File: config.mk
export PLATFORM = sky130hd
export DESIGN_NAME = tcfoe_timer_ch1
export DESIGN_NICKNAME = d
export VERILOG_FILES = /design/src/hdl/tcfoe_timer_ch1.v
export VERILOG_INCLUDE_DIRS = /design/src /design/src/hdl
export SDC_FILE = /design/constraint.sdc
export NUM_CORES = 1
export LEC_CHECK = 0
export BUFFER_PORTS_ARGS = -buffer_cell sky130_fd_sc_hd__buf_2
export CAP_MARGIN = 20
export CORE_MARGIN = 3
export CORE_UTILIZATION = 45
export DETAILED_ROUTE_END_ITERATION = 10
export GPL_TIMING_DRIVEN = 0
export HOLD_SLACK_MARGIN = 0.12
export PLACE_DENSITY = 0.79
export SLEW_MARGIN = 20
export SYNTH_ARGS = -nofsm -noshare
export SYNTH_HDL_FRONTEND = slang
export SYNTH_SLANG_ARGS = --single-unit
File: constraint.sdc
create_clock -name clk_i -period 4.2 [get_ports clk_i]
set_clock_uncertainty 0.1 [all_clocks]
set_input_delay 0.84 -clock clk_i [delete_from_list [all_inputs] [get_ports clk_i]]
set_output_delay 0.84 -clock clk_i [all_outputs]
set_load 0.005 [all_outputs]
File: src/hdl/tcfoe_defines.vh
`ifndef TCFOE_DEFINES_VH
`define TCFOE_DEFINES_VH
// ----------------------------------------
// register word offsets (byte address)
// ----------------------------------------
`define TCFOE_ADR_STATUS_B 4'h0
`define TCFOE_ADR_OUT_EN_A 4'h4
`define TCFOE_ADR_OUT_EN_B 4'h8
`define TCFOE_ADR_IRQ_EN 4'hc
// ----------------------------------------
// status field positions and reset values
// ----------------------------------------
`define TCFOE_BIT_DED3 2
`define TCFOE_BIT_GEN4 1
`define TCFOE_BIT_GEN3 0
`define TCFOE_STATUS_RSVD 8'hf0
`define TCFOE_OUT_EN_RST 8'h00
`define TCFOE_IRQ_EN_RST 8'h00
// ----------------------------------------
// output enable codes
// ----------------------------------------
`define TCFOE_OE_OFF 2'b00
`define TCFOE_OE_LO 2'b01
`define TCFOE_OE_HI 2'b10
`endif

File: src/hdl/tcfoe_timer_ch1.v
// The address map and the Wishbone interface to the registers are this design's own decisions.
`timescale 1ns/1ps
`include "tcfoe_defines.vh"
module tcfoe_timer_ch1 (
  input wire clk_i,
  input wire rst_i,
  input wire ce_i,
  input wire cyc_i,
  input wire stb_i,
  input wire we_i,
  input wire [3:0] adr_i,
  input wire [3:0] sel_i,
  input wire [31:0] dat_i,
  output reg [31:0] dat_o,
  output reg ack_o,
  input wire ded3_match_i,
  input wire gen4_event_i,
  input wire gen3_event_i,
  input wire ded3_xfer_start_i,
  input wire gen4_xfer_start_i,
  input wire gen3_xfer_start_i,
  input wire ded1_match_i,
  input wire ded2_match_i,
  input wire gen1_match_i,
  input wire gen2_match_i,
  input wire [1:0] gen1_edge_sel_i,
  input wire [1:0] gen2_edge_sel_i,
  output wire dedicated3_match_irq_o,
  output wire general4_event_irq_o,
  output wire general3_event_irq_o,
  output reg [3:0] cmp_out_o,
  output reg [3:0] cmp_out_en_o
);

  // ----------------------------------------
  // helpers
  // ----------------------------------------
  // next pin level for one output source
  function [1:0] oe_apply;
    input [1:0] code;
    input hit;
    input cur;
    begin
      oe_apply = {1'b0, cur};
      if (hit && code == `TCFOE_OE_LO)
        oe_apply = 2'b00;
      else if (hit && code == `TCFOE_OE_HI)
        oe_apply = 2'b01;
    end
  endfunction

  // source enabled: code 01 or 10 only
  function oe_on;
    input [1:0] code;
    begin
      oe_on = (code == `TCFOE_OE_LO) || (code == `TCFOE_OE_HI);
    end
  endfunction

  // zero-extend one register byte to the bus width
  function [31:0] rd_word;
    input [7:0] b;
    begin
      rd_word = {24'h00_0000, b};
    end
  endfunction

  // ----------------------------------------
  // state and bus decode
  // ----------------------------------------
  reg [2:0] flag_r;
  reg [2:0] flag_nxt;
  reg [2:0] armed_r;
  reg [2:0] armed_nxt;

  reg [7:0] out_en_a_r;
  reg [7:0] out_en_b_r;
  reg [2:0] irq_en_r;
  reg [31:0] rd_nxt;

  reg [3:0] pin_r;
  reg [3:0] pin_nxt;
  reg [3:0] pin_en_nxt;
  reg [1:0] n3;
  reg [1:0] n2;
  reg [1:0] n1;
  reg [1:0] n0;

  // a request counts once, in the cycle before ack
  wire req = cyc_i && stb_i && !ack_o;
  wire wr_lane0 = req && we_i && sel_i[0];
  wire rd_any = req && !we_i;
  wire hit_status = adr_i == `TCFOE_ADR_STATUS_B;
  wire hit_out_en_a = adr_i == `TCFOE_ADR_OUT_EN_A;
  wire hit_out_en_b = adr_i == `TCFOE_ADR_OUT_EN_B;
  wire hit_irq_en = adr_i == `TCFOE_ADR_IRQ_EN;
  wire rd_status = rd_any && hit_status;
  wire wr_status = wr_lane0 && hit_status;
  wire wr_out_en_a = wr_lane0 && hit_out_en_a;
  wire wr_out_en_b = wr_lane0 && hit_out_en_b;
  wire wr_irq_en = wr_lane0 && hit_irq_en;
  // events and transfer starts, in status bit order
  wire [2:0] set_ev = {ded3_match_i, gen4_event_i, gen3_event_i};
  wire [2:0] xfer_clr = {ded3_xfer_start_i, gen4_xfer_start_i, gen3_xfer_start_i};

  // ----------------------------------------
  // output enable and edge-select fields
  // ----------------------------------------
  // two bits per compare source
  wire ded2_out_hi_sel = out_en_a_r[7];
  wire ded2_out_lo_sel = out_en_a_r[6];
  wire ded1_out_hi_sel = out_en_a_r[5];
  wire ded1_out_lo_sel = out_en_a_r[4];
  wire gen2_out_hi_sel = out_en_a_r[3];
  wire gen2_out_lo_sel = out_en_a_r[2];
  wire gen1_out_hi_sel = out_en_a_r[1];
  wire gen1_out_lo_sel = out_en_a_r[0];
  wire [1:0] ded2_code = {ded2_out_hi_sel, ded2_out_lo_sel};
  wire [1:0] ded1_code = {ded1_out_hi_sel, ded1_out_lo_sel};
  wire [1:0] gen2_code = {gen2_out_hi_sel, gen2_out_lo_sel};
  wire [1:0] gen1_code = {gen1_out_hi_sel, gen1_out_lo_sel};

  // edge-select pairs of the two general registers
  wire gen2_edge_sel_hi = gen2_edge_sel_i[1];
  wire gen2_edge_sel_lo = gen2_edge_sel_i[0];
  wire gen1_edge_sel_hi = gen1_edge_sel_i[1];
  wire gen1_edge_sel_lo = gen1_edge_sel_i[0];
  // any nonzero pair turns the register into capture
  wire gen2_cap = gen2_edge_sel_hi || gen2_edge_sel_lo;
  wire gen1_cap = gen1_edge_sel_hi || gen1_edge_sel_lo;
  // a capture register never drives its pin on a match
  wire ded2_hit = ded2_match_i;
  wire ded1_hit = ded1_match_i;
  wire gen2_hit = gen2_match_i && !gen2_cap;
  wire gen1_hit = gen1_match_i && !gen1_cap;

  // ----------------------------------------
  // status flags
  // ----------------------------------------
  always @*
  begin
    flag_nxt = flag_r;
    armed_nxt = armed_r;
    if (rd_status)
      armed_nxt = armed_r | flag_r;
    // software clear needs a prior read of 1
    if (wr_status)
    begin
      flag_nxt = flag_r & ~(armed_r & ~dat_i[2:0]);
      armed_nxt = 3'b000;
    end
    flag_nxt = flag_nxt & ~xfer_clr;
    flag_nxt = flag_nxt | set_ev;
    armed_nxt = armed_nxt & flag_nxt;
  end

  always @(posedge clk_i)
  begin
    if (rst_i)
      flag_r <= 3'b000;
    else if (ce_i)
      flag_r <= flag_nxt;
  end

  // arming remembers which flags software read as 1
  always @(posedge clk_i)
  begin
    if (rst_i)
      armed_r <= 3'b000;
    else if (ce_i)
      armed_r <= armed_nxt;
  end

  wire dedicated3_match_flag = flag_r[`TCFOE_BIT_DED3];
  wire general4_event_flag = flag_r[`TCFOE_BIT_GEN4];
  wire general3_event_flag = flag_r[`TCFOE_BIT_GEN3];
  wire ded3_irq_en = irq_en_r[`TCFOE_BIT_DED3];
  wire gen4_irq_en = irq_en_r[`TCFOE_BIT_GEN4];
  wire gen3_irq_en = irq_en_r[`TCFOE_BIT_GEN3];
  assign dedicated3_match_irq_o = dedicated3_match_flag && ded3_irq_en;
  assign general4_event_irq_o = general4_event_flag && gen4_irq_en;
  assign general3_event_irq_o = general3_event_flag && gen3_irq_en;

  // ----------------------------------------
  // registers and wishbone slave
  // ----------------------------------------
  always @(posedge clk_i)
  begin
    if (rst_i)
      out_en_a_r <= `TCFOE_OUT_EN_RST;
    else if (ce_i && wr_out_en_a)
      out_en_a_r <= dat_i[7:0];
  end

  always @(posedge clk_i)
  begin
    if (rst_i)
      out_en_b_r <= `TCFOE_OUT_EN_RST;
    else if (ce_i && wr_out_en_b)
      out_en_b_r <= dat_i[7:0];
  end

  always @(posedge clk_i)
  begin
    if (rst_i)
      irq_en_r <= 3'b000;
    else if (ce_i && wr_irq_en)
      irq_en_r <= dat_i[2:0];
  end

  wire [7:0] status_byte = `TCFOE_STATUS_RSVD | {5'h00, flag_r};
  // 8-bit registers sit in the low byte
  always @*
  begin
    case (adr_i)
      `TCFOE_ADR_STATUS_B: rd_nxt = rd_word(status_byte);
      `TCFOE_ADR_OUT_EN_A: rd_nxt = rd_word(out_en_a_r);
      `TCFOE_ADR_OUT_EN_B: rd_nxt = rd_word(out_en_b_r);
      `TCFOE_ADR_IRQ_EN: rd_nxt = rd_word({5'h00, irq_en_r});
      default: rd_nxt = 32'h0000_0000;
    endcase
  end

  // ack answers one cycle after the request is taken
  always @(posedge clk_i)
  begin
    if (rst_i)
      ack_o <= 1'b0;
    else if (ce_i)
      ack_o <= req;
  end

  // read data stands until the next read
  always @(posedge clk_i)
  begin
    if (rst_i)
      dat_o <= 32'h0000_0000;
    else if (ce_i && rd_any)
      dat_o <= rd_nxt;
  end

  // ----------------------------------------
  // compare match outputs
  // ----------------------------------------
  // index 3 ded2, 2 ded1, 1 gen2, 0 gen1
  always @*
  begin
    n3 = oe_apply(ded2_code, ded2_hit, pin_r[3]);
    n2 = oe_apply(ded1_code, ded1_hit, pin_r[2]);
    n1 = oe_apply(gen2_code, gen2_hit, pin_r[1]);
    n0 = oe_apply(gen1_code, gen1_hit, pin_r[0]);
    pin_nxt = {n3[0], n2[0], n1[0], n0[0]};
    pin_en_nxt[3] = oe_on(ded2_code);
    pin_en_nxt[2] = oe_on(ded1_code);
    pin_en_nxt[1] = oe_on(gen2_code) && !gen2_cap;
    pin_en_nxt[0] = oe_on(gen1_code) && !gen1_cap;
  end

  // last driven level is kept while a source is off
  always @(posedge clk_i)
  begin
    if (rst_i)
      pin_r <= 4'h0;
    else if (ce_i)
      pin_r <= pin_nxt;
  end

  always @(posedge clk_i)
  begin
    if (rst_i)
      cmp_out_o <= 4'h0;
    else if (ce_i)
      cmp_out_o <= pin_nxt;
  end

  // enable follows the code, forced off in capture
  always @(posedge clk_i)
  begin
    if (rst_i)
      cmp_out_en_o <= 4'h0;
    else if (ce_i)
      cmp_out_en_o <= pin_en_nxt;
  end

endmodule // tcfoe_timer_ch1

==> results of run 1 <==
[worst max-delay path: cells and delay by family]
kind,cells,cell delay (ns)
buffers and inverters,2,0.56
and+or+nand+nor,3,0.86
muxes,1,0.26
[power by group]
| group | internal [mW] | switching (mW) |
|---|---|---|
| clock | 0.175 | 0.137 |
| sequential | 0.401 | 0.00319 |
| combinational | 0.0391 | 0.0521 |
[final timing paths]
check / cells after the start / start / slack, ns / to
min: 2 / dat_o[4] / 0.36 / dat_o[4]
max reg2reg: 4 / ack_o / 2.11 / dat_o[5]
max: 6 / adr_i[3] / 1.73 / out_en_b_r[2]
min reg2reg: 2 / dat_o[4] / 0.36 / dat_o[4]
[area by class of cell]
| cell class | count | area, um2 |
|---|---|---|
| fillers | 453 | 1980 |
| plain buffers | 34 | 221 |
| clock inverters | 3 | 40.0 |
| flip-flops and latches | 42 | 841 |
| well taps | 67 | 83.8 |
| inverters | 14 | 52.6 |
| multi-input cells | 184 | 1210 |
| clock buffers | 5 | 68.8 |
| repair buffers | 51 | 255 |
[routing by layer]
layer | up-vias | global-route usage | wire length (um)
met1 | 903 | 0.241 | 2380
met4 | 0 | 0.0743 | 47
met5 | - | 0 | 0
li1 | 995 | - | -
met3 | 4 | 0.0473 | 463
met2 | 81 | 0.321 | 2550
[cells in the final DEF, fill, tap and decap left out, drive strengths merged]
cell / synthesis / final
and2: 3 / 3
o211ai: 4 / 4
mux4: 3 / 3
o221ai: 6 / 6
mux2i: 19 / 19
clkinv: 0 / 2
nand3: 6 / 6
nor4: 6 / 6
nand2b: 2 / 2
a21oi: 20 / 20
nor3: 3 / 3
nor2b: 7 / 7
clkbuf: 8 / 13
conb: 1 / 24
inv: 14 / 14
nor2: 28 / 28
o22ai: 1 / 1
a31o: 3 / 3
a211oi: 4 / 4
ha: 8 / 8
or3b: 1 / 1
bufinv: 0 / 1
nand3b: 1 / 1
nand2: 18 / 18
and3b: 1 / 1
a311oi: 2 / 2
o21ai: 6 / 6
buf: 26 / 77
or4b: 3 / 3
dfxtp: 42 / 42
a31oi: 5 / 5
[sequential cells by signal (all words and copies together) (netlist names)]
register and count:
armed_r 3, out_en_a_r 8, irq_en_r 3, out_en_b_r 8
ack_o 1, flag_r 3, pin_r 4, dat_o 8
cmp_out_en_o 4
[cell families (layout without fill, tap and decap cells)]
logic type                 Yosys count  in the layout  synth area share
other                                1             24           0.00167
and+or+nand+nor                     79             79             0.196
AOI/OAI and AO/OA                   51             51             0.145
buffers and inverters               48            107             0.122
muxes                               22             22             0.115
DFF                                 42             42             0.375
adders and majority gates            8              8            0.0447
==> summary.txt, run 1 <==
Routing
  – Routed Wire Length: 5440 um
  – Drt wl/cell: 13.6 um
  – # DRC: 0
  – Via density: 4.96
  – Initial DRC count: 76
  – Via count: 1,983
  – Antenna-violating nets left: 0
  – DR pass1 iterations: 4

Yosys
  – Post-synth top flop: dfxtp_1
  – Cell taking the most area after synthesis: dfxtp_1
  – Synth Instances: 251
  – Sequential element share of the synthesized area: 0.375
  – Synth top area share: 0.375
  – Syn avg cell area: 8.92 um2
  – Ys Warns: 0
  – Synth Register Bits: 42
  – Top-count cell post-synth: dfxtp_1
  – Top cells by area, synth: dfxtp_1 38%, mux2i_1 8.5%, buf_4 8.4%, nor2_1 4.7%, a21oi_1 4.5%
  – Async SR Flop Fraction: 0
  – Distinct cell type count after synthesis: 32
  – Number of flops mapped to enable cells by yosys: 0
  – Post-synth top cells: 42 x dfxtp_1, 28 x nor2_1, 25 x buf_4, 20 x a21oi_1, 19 x mux2i_1
  – Synthesized area: 2240 um2

Clocking
  – Maximum level of the CTS H-tree: 2
  – Clock latency on the worst-skew pair: 0.29 ns
  – Deepest clock path buffer count: 2
  – Clock slew at reported path FFs: 0.08 ns
  – Clock Sink Count: 42
  – Root buf cell: clkbuf_8
  – # resized after CTS: 0
  – Hold_buf cts: 0
  – TritonCTS clock tree: yes
  – Post-CTS Setup Repair Bufs: 0
  – CTS buffer count: 5

Setup path
  – Crit path kind: in2reg
  – Slowest cell on crit path: nor4_4
  – Crit. End Element: flop
  – Critical path peak fanout: 10
  – CP arrival: 2.53 ns
  – CP cell instances: buf_2, buf_1, nand2b_1, nor4_4, mux2i_1, nor2_1
  – Worst setup SP type: input port
  – Crit-path max cell delay: 0.59 ns
  – Worst path required time: 4.26 ns

Power and ir drop
  – Leakage Power: 1.15 nW
  – Pwr Density: 291 nW/um2
  – Max IR drop VDD: 0.248 mV
  – Tot Pwr: 0.808 mW

Floorplanning
  – Starting Density: 0.471
  – Die Y: 76.5 um
  – Core area: 4750 um2
  – Die Wd: 76.5 um
  – IO Pins: 104
  – Row count: 25
  – Die area: 5860 um2

Status
  – Status: complete, no violations

Global routing
  – Number of global-route vias before repair: 1,917
  – Antenna violations before repair: 0
  – GRT overflow: 0
  – Largest net degree at the start of global routing: 14
  – All-Layer GR Usage: 0.193
  – First-pass GRT wire length: 9150 um

Cells and area
  – Post-route cell area: 2770 um2
  – Area grow syn2layout: 23.9%
  – Final Non-Filler Cells: 400
  – Fraction of final layout cells with drive strength greater than 1: 0.294
  – Fin util: 0.583
  – Nets: 400
  – N_diodes: 0

Placed design
  – I/O Buffers: 51
  – RD Place Congestion: 0.892
  – Dpl ws: 1.41 ns
  – DP Wirelength: 4130 um
  – Placed instance area: 2670 um2
  – Placed Cells: 392

Timing
  – RSZ-0062 raised after global routing: no
  – Final Hold Viols: 0
  – Crit path time final: 2.47 ns
  – Fmax: 0.405 GHz
  – Setup tns final: 0 ns
  – Slew @ Worst Pin: 0.955 ns
  – Rel. slew slack: 0.359
  – Final Setup Violations: 0
  – Slew Viols, Final: 0
  – Fin worst setup slack: 1.73 ns
  – Final hold slack: 0.355 ns
  – Fin crit share: 0.589

Run
  – Max cap viols: 0

Min path
  – Worst Hold Class: reg2reg
No activity file was read; power rests on OpenSTA's default activity.
==> run 2: changes to the inputs <==
--- a/config.mk
+++ b/config.mk
@@ -9,11 +9,11 @@
 export BUFFER_PORTS_ARGS = -buffer_cell sky130_fd_sc_hd__buf_2
 export CAP_MARGIN = 20
 export CORE_MARGIN = 3
-export CORE_UTILIZATION = 45
+export CORE_UTILIZATION = 42
 export DETAILED_ROUTE_END_ITERATION = 10
 export GPL_TIMING_DRIVEN = 0
 export HOLD_SLACK_MARGIN = 0.12
-export PLACE_DENSITY = 0.79
+export PLACE_DENSITY = 0.77
 export SLEW_MARGIN = 20
 export SYNTH_ARGS = -nofsm -noshare
 export SYNTH_HDL_FRONTEND = slang
==> constraint.sdc (replaced) <==
create_clock -name clk_i -period 2.1 [get_ports clk_i]
set_clock_uncertainty 0.1 [all_clocks]
set_input_delay 0.42 -clock clk_i [delete_from_list [all_inputs] [get_ports clk_i]]
set_output_delay 0.42 -clock clk_i [all_outputs]
set_load 0.005 [all_outputs]
==> run 2 against run 1 <==
Against the previous run:
- first-iteration DRC count is 25% higher
- combinational power increased by 96%
- total power grew 91%
- worst hold slack got worse by 0.13 ns
- setup slack got worse by 1.6 ns
- final cell count is 0.25% higher
==> summary.txt, run 2 (synthesis gave the netlist of run 1 again) <==
Cells and area
  – FF+latch area: 841 um2 (unchanged)
  – Fraction of final layout cells with drive strength greater than 1: 0.299 (was 0.294)
  – Nets: 401 (was 400)
  – Area of the multi-input gates: 1220 um2 (was 1210 um2)
  – Filler cells: 457 (was 453)
  – Most frequent cells in the layout: 51 x buf_2, 42 x dfxtp_1, 28 x nor2_1 (unchanged)
  – Area grow syn2layout: 24.4% (was 23.9%)
  – Fin util: 0.564 (was 0.583)
  – Largest regs: dat_o: 8 flops, out_en_a_r: 8 flops, out_en_b_r: 8 flops (unchanged)
  – N_diodes: 0 (unchanged)
  – Post-route cell area: 2790 um2 (was 2770 um2)
  – Commonest non-fill, non-tap cell in the layout: buf_2 (unchanged)

Timing
  – Final Setup Violations: 0 (unchanged)
  – Fmax: 0.512 GHz
  – RSZ-0062 raised after global routing: no (unchanged)
  – Final Hold Viols: 0 (unchanged)
  – Slew @ Worst Pin: 0.683 ns (was 0.955 ns)
  – Crit path time final: 1.95 ns
  – Fin crit share: 0.929
  – Slew Viols, Final: 0 (unchanged)
  – Rel. slew slack: 0.541 (was 0.359)

Routing
  – Via density: 4.89 (was 4.96)
  – Routed Wire Length: 5210 um (was 5440 um)
  – Initial DRC count: 95 (was 76)
  – Antenna-violating nets left: 0 (unchanged)
  – DR pass1 iterations: 4 (unchanged)
  – Drt wl/cell: 13.0 um (was 13.6 um)
  – # DRC: 0 (unchanged)
  – Via count: 1,962 (was 1,983)

Floorplanning
  – Starting Density: 0.453 (was 0.471)
  – Core area: 4940 um2 (was 4750 um2)
  – Die Wd: 79.0 um (was 76.5 um)
  – Row count: 25 (unchanged)
  – Die Y: 79.0 um (was 76.5 um)
  – IO Pins: 104 (unchanged)
  – Die area: 6240 um2 (was 5860 um2)

Min path
  – WHS Path Cells: 2 (unchanged)
  – Worst Hold Class: in2reg (was reg2reg)

Clocking
  – TritonCTS clock tree: yes (unchanged)
  – Clock slew at reported path FFs: 0.08 ns (about the same)
  – Clock latency on the worst-skew pair: 0.30 ns (was 0.29 ns)
  – Clock Sink Count: 42 (unchanged)
  – Maximum level of the CTS H-tree: 2 (unchanged)
  – Deepest clock path buffer count: 2 (unchanged)
  – Hold_buf cts: 0 (unchanged)
  – CTS buffer count: 5 (unchanged)
  – Root buf cell: clkbuf_8 (unchanged)

Setup path
  – Crit path kind: reg2reg (was in2reg)
  – R2R cell count: 4 (unchanged)
  – Worst setup SP type: flop (was input port)
  – CP arrival: 2.03 ns (was 2.53 ns)
  – Crit. End Element: flop (unchanged)
  – Critical path peak fanout: 8 (was 10)
  – Setup slack, reg-to-reg: 0.15 ns (was 2.11 ns)
  – Worst path required time: 2.18 ns (was 4.26 ns)

Power and ir drop
  – Switch Pwr: 0.396 mW (was 0.193 mW)
  – Leakage Power: 1.15 nW (about the same)
  – Int Pwr: 1.15 mW (was 0.615 mW)
  – Comb power frac: 0.116 (was 0.113)
  – Pwr Density: 553 nW/um2 (was 291 nW/um2)
  – Max IR drop VDD: 0.342 mV (was 0.248 mV)
  – Clock network power share: 0.359 (was 0.387)
  – Switching fraction of total power: 0.257 (was 0.238)
  – Seq pwr share: 0.525 (was 0.501)

Global routing
  – GRT overflow: 0 (unchanged)
  – Antenna violations before repair: 0 (unchanged)
  – All-Layer GR Usage: 0.172 (was 0.193)
  – Number of global-route vias before repair: 1,765 (was 1,917)
  – First-pass GRT wire length: 8360 um (was 9150 um)
  – Largest net degree at the start of global routing: 14 (unchanged)

Placed design
  – DP Wirelength: 4060 um (was 4130 um)
  – RD Place Congestion: 0.809 (was 0.892)
  – I/O Buffers: 51 (unchanged)
  – Placed instance area: 2670 um2 (unchanged)

Status
  – Status: complete, no violations (unchanged)

Run
  – Max cap viols: 0 (unchanged)
[run 2: layout make-up]
| cell class | instances | share of cell area |
|---|---|---|
| Multi-Input combinational cell | 184 | 0.437 |
| Sequential cell | 42 | 0.302 |
| Timing Repair Buffer | 52 | 0.0988 |
| Buffer | 34 | 0.0795 |
| Tap cell | 67 | 0.0301 |
| Clock buffer | 6 | 0.0296 |
| Inverter | 14 | 0.0189 |
| Clock inverter | 2 | 0.00449 |
[run 2: path summary, 6_finish.rpt]
kind | startpoint | end
setup / recovery | ack_o | out_en_b_r[1]
hold / removal | ded1_match_i | pin_r[2]
setup reg to reg | ack_o | out_en_b_r[1]
hold reg to reg | dat_o[1] | dat_o[1]
[run 2: critical path: stages, from the launching register on]
cell	delay, ns
dfxtp_1	0.33
nand3b_1	0.39
nor4_4	0.70
mux2i_1	0.26
nor2_1	0.05
[run 2: per-layer routing]
| metal | track usage | share of wire | wire length [um] |
|---|---|---|---|
| met5 | 0 | 0 | 0 |
| met3 | 0.0510 | 0.080 | 418 |
| met1 | 0.221 | 0.46 | 2410 |
| met2 | 0.272 | 0.44 | 2320 |
| met4 | 0.0619 | 0.013 | 70 |
[run 2: what timing repair did]
action / 4_1_cts / 5_1_grt
endpoints found under the setup margin: 0 / 14
buffers inserted: 0 / 1
resized for setup: 0 / 1
[run 2: stage by stage]
| step | setup TNS [ns] | worst slack [ns] | total power, mW | instances | hold WS (ns) |
|---|---|---|---|---|---|
| final | 0 | 0.148 | 1.54 | 401 | 0.229 |
| after floorplan | 0 | 0.119 | 0.935 | 274 | 0.348 |
| after global routing | 0 | 0.0251 | 1.61 | 401 | 0.233 |
| after CTS | 0 | 0.0648 | 1.54 | 400 | 0.229 |
| after detailed placement | -2.46 | -0.147 | 1.00 | 392 | 0.344 |
| after global placement | -2.04 | -0.133 | 1.00 | 392 | 0.339 |
[run 2: power groups by stage]
stage          Combinational [mW]  Sequential (mW)  Clock, mW
5_1_grt                     0.197            0.810      0.597
6_report                    0.179            0.809      0.553
2_1_floorplan               0.109            0.826          0
3_3_place_gp                0.174            0.828          0
3_5_place_dp                0.177            0.828          0
4_1_cts                     0.177            0.809      0.557
